==> config.mk <==
export PLATFORM = sky130hd
export DESIGN_NAME = cpu_sideband_error_control
export DESIGN_NICKNAME = d
export VERILOG_FILES = /design/src/sideband_pkg.sv /design/src/pin_sync.sv /design/src/cpu_sideband_error_control.sv
export SDC_FILE = /design/constraint.sdc
export NUM_CORES = 1
export LEC_CHECK = 0
export ABC_AREA = 0
export BUFFER_PORTS_ARGS = -buffer_cell sky130_fd_sc_hd__buf_2
export CAP_MARGIN = 20
export CORE_ASPECT_RATIO = 1.5
export CORE_MARGIN = 2
export CORE_UTILIZATION = 46
export CTS_CLUSTER_DIAMETER = 100
export DETAILED_ROUTE_END_ITERATION = 10
export PLACE_DENSITY_LB_ADDON = 0.1
export SYNTH_ARGS = -nofsm -noshare
export SYNTH_HDL_FRONTEND = slang
export SYNTH_SLANG_ARGS = --single-unit
==> constraint.sdc <==
create_clock -name clk_sys_in -period 2 [get_ports clk_sys_in]
set_clock_uncertainty 0.05 [all_clocks]
set_input_delay 0.2 -clock clk_sys_in [delete_from_list [all_inputs] [get_ports clk_sys_in]]
set_output_delay 0.2 -clock clk_sys_in [all_outputs]
set_load 0.01 [all_outputs]
==> src/sideband_pkg.sv <==
// Purpose: Shared constants for the sideband error and control block
// Assumes: Single system bus clock, synchronous active-high reset
// Notes: All pins active high at the ports; pad inversion is external
package sideband_pkg;
  // Widths
  localparam int VID_W = 5;
  localparam int BUS_RATIO_SELECT_OUT_W = 2;
  localparam int SYNC_STAGES = 3;
  // Flush sequencer
  localparam logic [15:0] LINE_COUNT_DEF = 16'h0100;
  // Power-on configuration bit positions
  localparam int CFG_FLUSH_BIT = 0;
  localparam int CFG_BIST_BIT = 1;
  localparam int CFG_W = 2;
  // Bus transaction codes
  localparam logic [1:0] TXN_NONE = 2'h0;
  localparam logic [1:0] TXN_FLUSH_ACK = 2'h1;
  localparam logic [1:0] TXN_SHUTDOWN = 2'h2;
  // Flush state machine
  typedef enum logic [3:0] {
    FL_IDLE = 4'h1,
    FL_WBACK = 4'h2,
    FL_INVAL = 4'h4,
    FL_ACK = 4'h8
  } flush_state_t;
endpackage

==> src/pin_sync.sv <==
// Purpose: Three-stage synchroniser with agreement filter
// Assumes: Input is asynchronous to clk_sys_in
// Notes: Output changes once stages two and three agree
`timescale 1ns/1ps
module pin_sync #(
  parameter logic RESET_VAL = 1'b0
) (
  // Clock and reset
  input wire logic clk_sys_in,
  input wire logic srst_in,
  // Pin
  input wire logic async_in,
  output logic sync_out
);
  logic s1_q;
  logic s2_q;
  logic s3_q;

  always_ff @(posedge clk_sys_in) begin
    if (srst_in) begin
      s1_q <= RESET_VAL;
      s2_q <= RESET_VAL;
      s3_q <= RESET_VAL;
    end else begin
      s1_q <= async_in;
      s2_q <= s1_q;
      s3_q <= s2_q;
    end
  end

  // Hold last agreed value while stages disagree
  always_ff @(posedge clk_sys_in) begin
    if (srst_in) begin
      sync_out <= RESET_VAL;
    end else if (s2_q == s3_q) begin
      sync_out <= s3_q;
    end
  end
endmodule // pin_sync

==> src/cpu_sideband_error_control.sv <==
// Summary of operation
// RULE1 - Gate low floats voltage code and bus ratio outputs; high drives them.
// RULE2 - Float fault output asserts on any unmasked floating-point error.
// RULE3 - Purge request writes back modified lines, then invalidates all lines.
// RULE4 - After purge completes, issue a Flush Acknowledge bus transaction.
// RULE5 - No cache allocation while the purge request stays asserted.
// RULE6 - Agent keeps purge valid by target ready of the I/O write.
// RULE7 - Purge input sampled at reset release into power-on configuration.
// RULE8 - Both snoop lines together request or extend a snoop stall.
// RULE9 - Internal error asserts internal fault and issues a SHUTDOWN. Here the SHUTDOWN is issued only while internal fault is low.
// RULE10 - Internal fault holds until reset, bus restart or warm restart.
// RULE11 - Suppress asserted: ignore pending numeric errors, keep executing.
// RULE12 - Suppress deasserted: prior error raises exception on next FP op.
// RULE13 - Numeric-report bit set makes suppress input irrelevant.
// RULE14 - Agent keeps suppress valid by target ready of the I/O write.
// RULE15 - Warm restart resets integer registers, keeps caches and FP state. Here warm restart also clears the pending FP error.
// RULE16 - After warm restart, resume at configured reset vector.
// RULE17 - Snoops keep being serviced during warm restart.
// RULE18 - Warm restart active at reset release requests self-test.
// RULE19 - Asynchronous sideband inputs pass a synchroniser before use. Power-on configuration samples the raw purge and warm restart pins.
//
// Purpose: Sideband control and error reporting toward core logic
// Assumes: Cache walk and core hooks are simple handshakes from the core
// Notes: Pins are active high here; pad logic provides the inversion
`timescale 1ns/1ps
module cpu_sideband_error_control #(
  parameter logic [15:0] LINE_COUNT = sideband_pkg::LINE_COUNT_DEF,
  parameter logic [sideband_pkg::VID_W-1:0] VOLTAGE_CODE = 5'h0A,
  parameter logic [sideband_pkg::BUS_RATIO_SELECT_OUT_W-1:0] BUS_RATIO = 2'h1
) (
  // Clock and reset
  input wire logic clk_sys_in,
  input wire logic srst_in,
  // Identification outputs
  input wire logic id_output_gate_in,
  output logic [sideband_pkg::VID_W-1:0] voltage_code_out,
  output logic [sideband_pkg::VID_W-1:0] voltage_code_oe_out,
  output logic [sideband_pkg::BUS_RATIO_SELECT_OUT_W-1:0] bus_ratio_select_out,
  output logic [sideband_pkg::BUS_RATIO_SELECT_OUT_W-1:0] bus_ratio_select_oe_out,
  // Asynchronous sideband pins
  input wire logic cache_purge_in,
  input wire logic numeric_fault_suppress_in,
  input wire logic warm_restart_in,
  input wire logic bus_level_restart_in,
  // Floating-point core hooks
  input wire logic cr0_numeric_report_bit_in,
  input wire logic fp_error_in,
  input wire logic fp_error_masked_in,
  input wire logic fp_noncontrol_op_in,
  output logic float_fault_out,
  output logic fp_exception_out,
  // Internal error
  input wire logic internal_error_in,
  output logic internal_fault_out,
  // Cache walk hooks
  input wire logic line_modified_in,
  input wire logic line_done_in,
  output logic [15:0] line_index_out,
  output logic line_writeback_out,
  output logic line_invalidate_out,
  output logic cache_alloc_block_out,
  // Bus special transaction request
  input wire logic txn_ready_in,
  output logic txn_valid_out,
  output logic [1:0] txn_code_out,
  // Snoop
  input wire logic snoop_req_in,
  input wire logic snoop_hit_in,
  input wire logic snoop_dirty_in,
  input wire logic snoop_busy_in,
  output logic snoop_match_out,
  output logic snoop_match_oe_out,
  output logic snoop_dirty_match_out,
  output logic snoop_dirty_match_oe_out,
  // Core restart
  output logic int_regs_reset_out,
  output logic fetch_reset_vector_out,
  output logic [sideband_pkg::CFG_W-1:0] poweron_cfg_out
);
  initial begin
    if (LINE_COUNT == 16'h0000) $error("LINE_COUNT must be nonzero");
  end

  // ********************************
  // Synchronisers
  // ********************************
  logic purge_s;
  logic suppress_s;
  logic warm_s;
  logic bus_level_restart_s;

  // RULE19 synchronise all pins
  pin_sync u_sync_purge (
    .clk_sys_in(clk_sys_in), .srst_in(srst_in),
    .async_in(cache_purge_in), .sync_out(purge_s));
  pin_sync u_sync_supp (
    .clk_sys_in(clk_sys_in), .srst_in(srst_in),
    .async_in(numeric_fault_suppress_in), .sync_out(suppress_s));
  pin_sync u_sync_warm (
    .clk_sys_in(clk_sys_in), .srst_in(srst_in),
    .async_in(warm_restart_in), .sync_out(warm_s));
  pin_sync u_sync_bus_level_restart (
    .clk_sys_in(clk_sys_in), .srst_in(srst_in),
    .async_in(bus_level_restart_in), .sync_out(bus_level_restart_s));

  // ********************************
  // Identification outputs
  // ********************************
  logic gate_s;
  pin_sync u_sync_gate (
    .clk_sys_in(clk_sys_in), .srst_in(srst_in),
    .async_in(id_output_gate_in), .sync_out(gate_s));

  // RULE1 float unless gated on
  always_ff @(posedge clk_sys_in) begin
    if (srst_in) begin
      voltage_code_oe_out <= '0;
      bus_ratio_select_oe_out <= '0;
      voltage_code_out <= '0;
      bus_ratio_select_out <= '0;
    end else begin
      voltage_code_out <= VOLTAGE_CODE;
      bus_ratio_select_out <= BUS_RATIO;
      voltage_code_oe_out <= {sideband_pkg::VID_W{gate_s}};
      bus_ratio_select_oe_out <= {sideband_pkg::BUS_RATIO_SELECT_OUT_W{gate_s}};
    end
  end

  // ********************************
  // Power-on configuration
  // ********************************
  logic rst_d1_q;
  always_ff @(posedge clk_sys_in) begin
    rst_d1_q <= srst_in;
  end

  // RULE7 RULE18 sample at release
  always_ff @(posedge clk_sys_in) begin
    if (srst_in) begin
      poweron_cfg_out <= '0;
    end else if (rst_d1_q) begin
      poweron_cfg_out[sideband_pkg::CFG_FLUSH_BIT] <= cache_purge_in;
      poweron_cfg_out[sideband_pkg::CFG_BIST_BIT] <= warm_restart_in;
    end
  end

  // ********************************
  // Floating point error
  // ********************************
  logic fp_pending_q;
  logic suppress_eff;
  // RULE13 report bit overrides suppress
  assign suppress_eff = suppress_s && !cr0_numeric_report_bit_in;

  // RULE2 unmasked error latches
  always_ff @(posedge clk_sys_in) begin
    if (srst_in || warm_s) begin
      fp_pending_q <= 1'b0;
    end else if (fp_error_in && !fp_error_masked_in) begin
      fp_pending_q <= 1'b1;
    end else if (fp_noncontrol_op_in && !suppress_eff) begin
      fp_pending_q <= 1'b0;
    end
  end
  assign float_fault_out = fp_pending_q;

  // RULE11 RULE12 exception gating
  always_ff @(posedge clk_sys_in) begin
    if (srst_in) begin
      fp_exception_out <= 1'b0;
    end else begin
      fp_exception_out <= fp_pending_q && fp_noncontrol_op_in &&
                          !suppress_eff;
    end
  end

  // ********************************
  // Internal error
  // ********************************
  logic shutdown_req_q;
  logic shutdown_done;
  logic ack_done;

  // RULE10 sticky until restart
  always_ff @(posedge clk_sys_in) begin
    if (srst_in || bus_level_restart_s || warm_s) begin
      internal_fault_out <= 1'b0;
    end else if (internal_error_in) begin
      internal_fault_out <= 1'b1;
    end
  end

  // RULE9 shutdown transaction
  always_ff @(posedge clk_sys_in) begin
    if (srst_in) begin
      shutdown_req_q <= 1'b0;
    end else if (internal_error_in && !internal_fault_out) begin
      shutdown_req_q <= 1'b1;
    end else if (shutdown_done) begin
      shutdown_req_q <= 1'b0;
    end
  end

  // ********************************
  // Cache purge sequencer
  // ********************************
  sideband_pkg::flush_state_t fl_q;
  logic purge_prev_q;
  logic last_line;
  assign last_line = (line_index_out == LINE_COUNT - 16'h0001);

  always_ff @(posedge clk_sys_in) begin
    if (srst_in) begin
      purge_prev_q <= 1'b0;
    end else begin
      purge_prev_q <= purge_s;
    end
  end

  // RULE3 write back then invalidate
  always_ff @(posedge clk_sys_in) begin
    if (srst_in) begin
      fl_q <= sideband_pkg::FL_IDLE;
      line_index_out <= '0;
    end else begin
      unique case (fl_q)
        sideband_pkg::FL_IDLE: begin
          line_index_out <= '0;
          if (purge_s && !purge_prev_q) begin
            fl_q <= sideband_pkg::FL_WBACK;
          end
        end
        sideband_pkg::FL_WBACK: begin
          if (line_done_in || !line_modified_in) begin
            line_index_out <= last_line ? 16'h0000 :
                              line_index_out + 16'h0001;
            if (last_line) begin
              fl_q <= sideband_pkg::FL_INVAL;
            end
          end
        end
        sideband_pkg::FL_INVAL: begin
          line_index_out <= last_line ? 16'h0000 :
                            line_index_out + 16'h0001;
          if (last_line) begin
            fl_q <= sideband_pkg::FL_ACK;
          end
        end
        sideband_pkg::FL_ACK: begin
          // RULE4 acknowledge transaction
          if (ack_done) begin
            fl_q <= sideband_pkg::FL_IDLE;
          end
        end
      endcase
    end
  end

  assign line_writeback_out = (fl_q == sideband_pkg::FL_WBACK) &&
                              line_modified_in;
  assign line_invalidate_out = (fl_q == sideband_pkg::FL_INVAL);
  // RULE5 block allocation
  assign cache_alloc_block_out = purge_s || (fl_q != sideband_pkg::FL_IDLE);

  // ********************************
  // Special transaction issue
  // ********************************
  // Flush ack wins; a pending shutdown follows next
  always_comb begin
    txn_valid_out = 1'b0;
    txn_code_out = sideband_pkg::TXN_NONE;
    if (fl_q == sideband_pkg::FL_ACK) begin
      txn_valid_out = 1'b1;
      txn_code_out = sideband_pkg::TXN_FLUSH_ACK;
    end else if (shutdown_req_q) begin
      txn_valid_out = 1'b1;
      txn_code_out = sideband_pkg::TXN_SHUTDOWN;
    end
  end
  assign ack_done = txn_valid_out && txn_ready_in &&
                    (txn_code_out == sideband_pkg::TXN_FLUSH_ACK);
  assign shutdown_done = txn_valid_out && txn_ready_in &&
                         (txn_code_out == sideband_pkg::TXN_SHUTDOWN);

  // ********************************
  // Snoop results
  // ********************************
  // RULE8 RULE17 stall or report, warm restart ignored
  always_ff @(posedge clk_sys_in) begin
    if (srst_in) begin
      snoop_match_out <= 1'b0;
      snoop_dirty_match_out <= 1'b0;
      snoop_match_oe_out <= 1'b0;
      snoop_dirty_match_oe_out <= 1'b0;
    end else begin
      // Dirty hit drives the dirty line alone, else it reads as a stall
      snoop_match_out <= snoop_req_in &&
                         (snoop_busy_in || (snoop_hit_in && !snoop_dirty_in));
      snoop_dirty_match_out <= snoop_req_in &&
                               (snoop_busy_in || snoop_dirty_in);
      snoop_match_oe_out <= snoop_req_in;
      snoop_dirty_match_oe_out <= snoop_req_in;
    end
  end

  // ********************************
  // Warm restart
  // ********************************
  logic warm_prev_q;
  always_ff @(posedge clk_sys_in) begin
    if (srst_in) begin
      warm_prev_q <= 1'b0;
    end else begin
      warm_prev_q <= warm_s;
    end
  end

  // RULE15 integer state only
  assign int_regs_reset_out = warm_s;

  // RULE16 restart at reset vector
  always_ff @(posedge clk_sys_in) begin
    if (srst_in) begin
      fetch_reset_vector_out <= 1'b0;
    end else begin
      fetch_reset_vector_out <= warm_prev_q && !warm_s;
    end
  end
endmodule // cpu_sideband_error_control

==> results.toml, run 1 <==
[detailed_routing]
vias_per_cell = 4.99
drtIter0Drc = 77
drc = 0
wl_per_cell_um = 12.1
detail-route-antenna-nets = 0
firstDrtPassIters = 4
num_vias = 1987
wl_um = 4810

[cts]
cts_tree = "yes"
cts_buffers = 5
hold_buffers = 0
cts_max_path_buffers = 2
root_buffer = "clkbuf_8"
clk_pin_slew_ns = 0.10
h-tree-depth = 2
clock-sinks = 55
clk_latency_ns = 0.31

[synthesis]
async_flop_share_pct = 0
synth_top_cell_area_share_pct = 48.2
avgSynthCellArea_um2 = 8.78
synth-edff-count = 0
synth_cell_types = 42
netlist_area_um2 = 2280
synth_flop_cell = "dfxtp_1"
synth_cells = 260
ys_warn_count = 0
yosysTopAreaCell = "dfxtp_1"
synth_area_leaders = "dfxtp_1, nor2b_1, nand2_1"
synth-seq-area-share_pct = 48.2
synth-seq-cells = 55

[die]
ioPinCount = 66
rows = 31
die_area_um2 = 5560
core-area_um2 = 4810
fp.dieH_um = 90.3
fp.dieW_um = 61.5
start_util_pct = 47.5

[final_layout]
diodes = 0
top_register = "line_index_out"
fillCellCount = 502
ff_latch_area_um2 = 1100
layout_commonest_cell = "buf_2"
largest_reg_flops = 16
layout_common_cells = "buf_2, dfxtp_1, nand2_1, nor2_1, nor2b_1"
layout-drive-gt1-share_pct = 29.8
biggestRegsByFlops = "line_index_out x16, fl_q x4, poweron_cfg_out x2"
areaGrowthSynthToFinish_pct = 22.9
fin_area_um2 = 2810
multi_input_area_um2 = 1040
fin_nets = 351

[timing]
finalCritPeriodShare_pct = 94.7
timing.hold.ws_ns = 0.0405
drv_slew = 0
finalHoldViolCount = 0
rsz0062_at_grt = "no"
setup_viol = 0
tns_ns = 0
setup_ws_ns = 0.105
period_minus_slack_ns = 1.89
timing.fmax_mhz = 528

[critical_path]
crit_slowest_cell = "or4_1"
slowest_delay_ns = 0.58
critPathLaunchType = "flip-flop"
path_class = "flip-flop to flip-flop"
end_kind = "flip-flop"
arrival_ns = 2.04
crit_path_cell_trace = "or4_1 > nor4_4 > buf_4 > o211ai_2 > mux2i_1 > nor2_1"
cp.required_ns = 2.15
path_max_fanout = 6

[power]
clockPowerShare_pct = 26.5
p_leak_nw = 1.22
power_frac_comb_pct = 23.5
ir_worst_vdd_mv = 0.587
switching_share_pct = 30.4
p_per_area_nw_per_um2 = 836
power.switching_uw = 714
power.total_mw = 2.35
seqPwrFrac_pct = 50.1
internal_power_mw = 1.63

[grt]
grt_start_max_net_pins = 39
grt_pass1_vias = 1847
grt_antenna_before_repair = 0
gr-total-overflow = 0
track_usage_pct = 18.0
grt_pass1_wl_um = 7810

[placement]
gp_congestion = 0.888
placed_area_um2 = 2700
detailed_place_hpwl_um = 3570
io_buffers = 61
pre_cts_ws_ns = 0.125

[status]
outcome = "completed"

[flow_run]
max_cap_violations = 0

[hold_path]
min_path_type = "primary input to flip-flop"
[cells in the mapped netlist (4+ instances only)]
cell,count
nor2b_1,22
mux2i_1,4
nand3_1,9
nand2_1,29
buf_4,13
nand4_1,8
a31oi_1,6
a21oi_1,16
nor2_1,24
nor3_1,7
nor4_1,4
clkbuf_1,4
dfxtp_1,55
inv_1,7
nand3b_1,4
o21ai_0,12
[timing repair]
| item | CTS | global route |
|---|---|---|
| endpoints found under the setup margin | 1 | 15 |
| endpoints found under the hold margin | 0 | 0 |
| pin swaps | 0 | 1 |
| setup buffers | 1 | 1 |
| gates resized for setup | 2 | 1 |
[power by group through the flow]
| stage | Sequential (mW) | Clock, mW | Combinational (mW) |
|---|---|---|---|
| final | 1.17 | 0.621 | 0.551 |
| after global routing | 1.18 | 0.695 | 0.604 |
| after CTS | 1.17 | 0.642 | 0.548 |
| after detailed placement | 1.20 | 0 | 0.527 |
| after global placement | 1.20 | 0 | 0.523 |
| after floorplan | 1.21 | 0 | 0.333 |
[logic make-up (layout without fill, tap and decap cells)]
kind of cell / count (synthesis) / after routing / synth area share (%)
muxes: 4 / 4 / 1.75
xor gates and xnor gates: 3 / 3 / 1.15
DFF: 55 / 55 / 48.2
buffers and inverters: 28 / 97 / 7.12
AOI/OAI and AO/OA: 44 / 44 / 11.6
adders and majority gates: 1 / 1 / 0.548
and+or+nand+nor: 124 / 124 / 29.4
other: 1 / 4 / 0.164
[layout make-up]
class / instances / share of cell area [%]
Clock buffer: 5 / 2.45
Clock inverter: 3 / 0.802
Inverter: 7 / 0.936
Multi-Input combinational cell: 180 / 37.1
Sequential cell: 55 / 39.3
Tap cell: 66 / 2.94
Timing Repair Buffer: 82 / 16.5
[stage by stage]
step	std cells	utilization (%)
floorplan	263	-
global placement	389	56.1
detailed placement	389	56.1
CTS	398	58.2
global route	398	58.4
finish	398	58.4
[worst max-delay path, delay by kind of cell (launching register included)]
family / cells / cell delay, ns
AND/OR/NAND/NOR: 3 / 0.85
flip-flops: 1 / 0.37
buffers and inverters: 1 / 0.19
multiplexers: 1 / 0.19
AO/OA/AOI/OAI: 1 / 0.13
[routing by layer]
| layer | wire length (µm) | vias to the layer above | GRT usage (%) | share of wire (%) |
|---|---|---|---|---|
| met5 | 0 | - | 0 | 0 |
| met4 | 99 | 0 | 6.38 | 2.1 |
| met3 | 169 | 9 | 3.44 | 3.5 |
| met2 | 2540 | 47 | 32.7 | 53 |
| met1 | 2000 | 908 | 19.3 | 42 |
| li1 | - | 1023 | - | - |
[path summary, 6_finish.rpt]
check                                       start                          end  slack (ns)  cells past startpoint
setup / recovery  line_index_out[12]$_SDFFE_PP0P_         fl_q[2]$_SDFFE_PP0P_        0.11                      6
setup reg to reg  line_index_out[12]$_SDFFE_PP0P_         fl_q[2]$_SDFFE_PP0P_        0.11                      6
hold reg to reg       u_sync_gate.s1_q$_SDFF_PP0_  u_sync_gate.s2_q$_SDFF_PP0_        0.40                      1
hold / removal          numeric_fault_suppress_in  u_sync_supp.s1_q$_SDFF_PP0_        0.04                      2
No activity file was read; power rests on OpenSTA's default activity.
==> run 2: changes to the inputs <==
CORE_UTILIZATION = 40   (was 46)
==> results.toml, run 2 (same netlist as run 1, synthesis figures left out) <==
[timing]
setup_viol = 0
rsz0062_at_grt = "no"
drv_slew = 0
timing.fmax_mhz = 519
period_minus_slack_ns = 1.93
tns_ns = 0
finalHoldViolCount = 0
timing.hold.ws_ns = 0.0473
finalCritPeriodShare_pct = 96.3

[detailed_routing]
drtIter0Drc = 139
wl_met3_um = 153
detail-route-antenna-nets = 0
num_vias = 1944
drc = 0
top_layer_used = "met4"
wl_um = 4890
vias_per_cell = 4.84
wl_met1_um = 2010
wl_per_cell_um = 12.2
firstDrtPassIters = 4
wl_met2_um = 2680

[cts]
h-tree-depth = 2
ctsResizeCount = 0
hold_buffers = 0
cts_setup_buffers = 0
root_buffer = "clkbuf_8"
clock-sinks = 55
cts_max_path_buffers = 2
cts_buffers = 5
clk_pin_slew_ns = 0.10
cts_tree = "yes"
clk_latency_ns = 0.31

[flow_run]
max_cap_violations = 0

[die]
fp.dieH_um = 96.5
ioPinCount = 66
rows = 33
start_util_pct = 41.6
fp.dieW_um = 65.7
die_area_um2 = 6340
core-area_um2 = 5490

[placement]
gp_congestion = 0.809
io_buffers = 61
detailed_place_hpwl_um = 3680
placed_cells = 394

[critical_path]
reg2reg_from = "line_index_out[15]$_SDFFE_PP0P_"
path_max_fanout = 6
arrival_ns = 1.68
worstSetupStartpoint = "fl_q[0]$_SDFFE_PP1P_"
end_kind = "output pin"
path_class = "flip-flop to output pin"
cp.required_ns = 1.75
critPathLaunchType = "flip-flop"

[status]
outcome = "completed"

[hold_path]
min_path_type = "primary input to flip-flop"
min_from = "bus_level_restart_in"

[power]
power.total_mw = 2.44
p_leak_nw = 1.23
ir_worst_vdd_mv = 0.532
p_per_area_nw_per_um2 = 862

[final_layout]
layout_commonest_cell = "buf_2"
biggestRegsByFlops = "line_index_out x16, fl_q x4, poweron_cfg_out x2"
fin_nets = 351
largest_reg_flops = 16
diodes = 0
fillCellCount = 530
layout_common_cells = "buf_2, dfxtp_1, nand2_1, nor2_1, nor2b_1"
stdcell_count = 402
top_register = "line_index_out"
multi_input_area_um2 = 1030
ff_latch_area_um2 = 1100
areaGrowthSynthToFinish_pct = 23.9
layout-drive-gt1-share_pct = 29.8
final_util_pct = 51.5

[grt]
gr-total-overflow = 0
grt_start_max_net_pins = 20
track_usage_pct = 16.4
grt_antenna_before_repair = 0
grt_pass1_vias = 1845
grt_pass1_wl_um = 8110
==> run 2: worst max-delay path: stages, from the launching register on <==
cell	delay, ns
dfxtp_1	0.37
or4b_4	0.55
buf_4	0.17
and2_1	0.16
buf_2	0.13
==> run 2: metal layers <==
metal  vias up  global-route usage, %
met2        34                   30.4
met5         -                      0
li1       1023                      -
met4         0                   6.94
met1       883                   18.2
met3         4                   3.01
==> run 2: final cells by class <==
cell class                      instances  area share (%)
Clock buffer                            5            2.43
Clock inverter                          3            1.68
Inverter                                7           0.928
Multi-Input combinational cell        180            36.6
Sequential cell                        55            38.9
Tap cell                               70            3.09
Timing Repair Buffer                   82            16.4
==> run 2: final timing paths <==
check	to	slack, ns	depth (start not counted)
setup / recovery	txn_code_out[1]	0.07	4
hold / removal	u_sync_bus_level_restart.s1_q$_SDFF_PP0_	0.05	2
setup reg to reg	line_index_out[13]$_SDFFE_PP0P_	0.10	5
hold reg to reg	u_sync_warm.s2_q$_SDFF_PP0_	0.40	1
==> run 2: where the power goes <==
part | internal (mW) | switching (mW) | total (mW)
clock network | 0.380 | 0.369 | 0.749
logic | 0.207 | 0.297 | 0.503
registers | 1.14 | 0.0421 | 1.19
total | 1.73 | 0.708 | 2.44
==> run 2: stage by stage <==
step | instance area (µm²) | setup slack [ns]
final | 2830 | 0.0738
after global routing | 2830 | 0.0117
after CTS | 2830 | 0.0535
after detailed placement | 2710 | 0.132
after global placement | 2710 | 0.156
after floorplan | 2290 | 0.0821
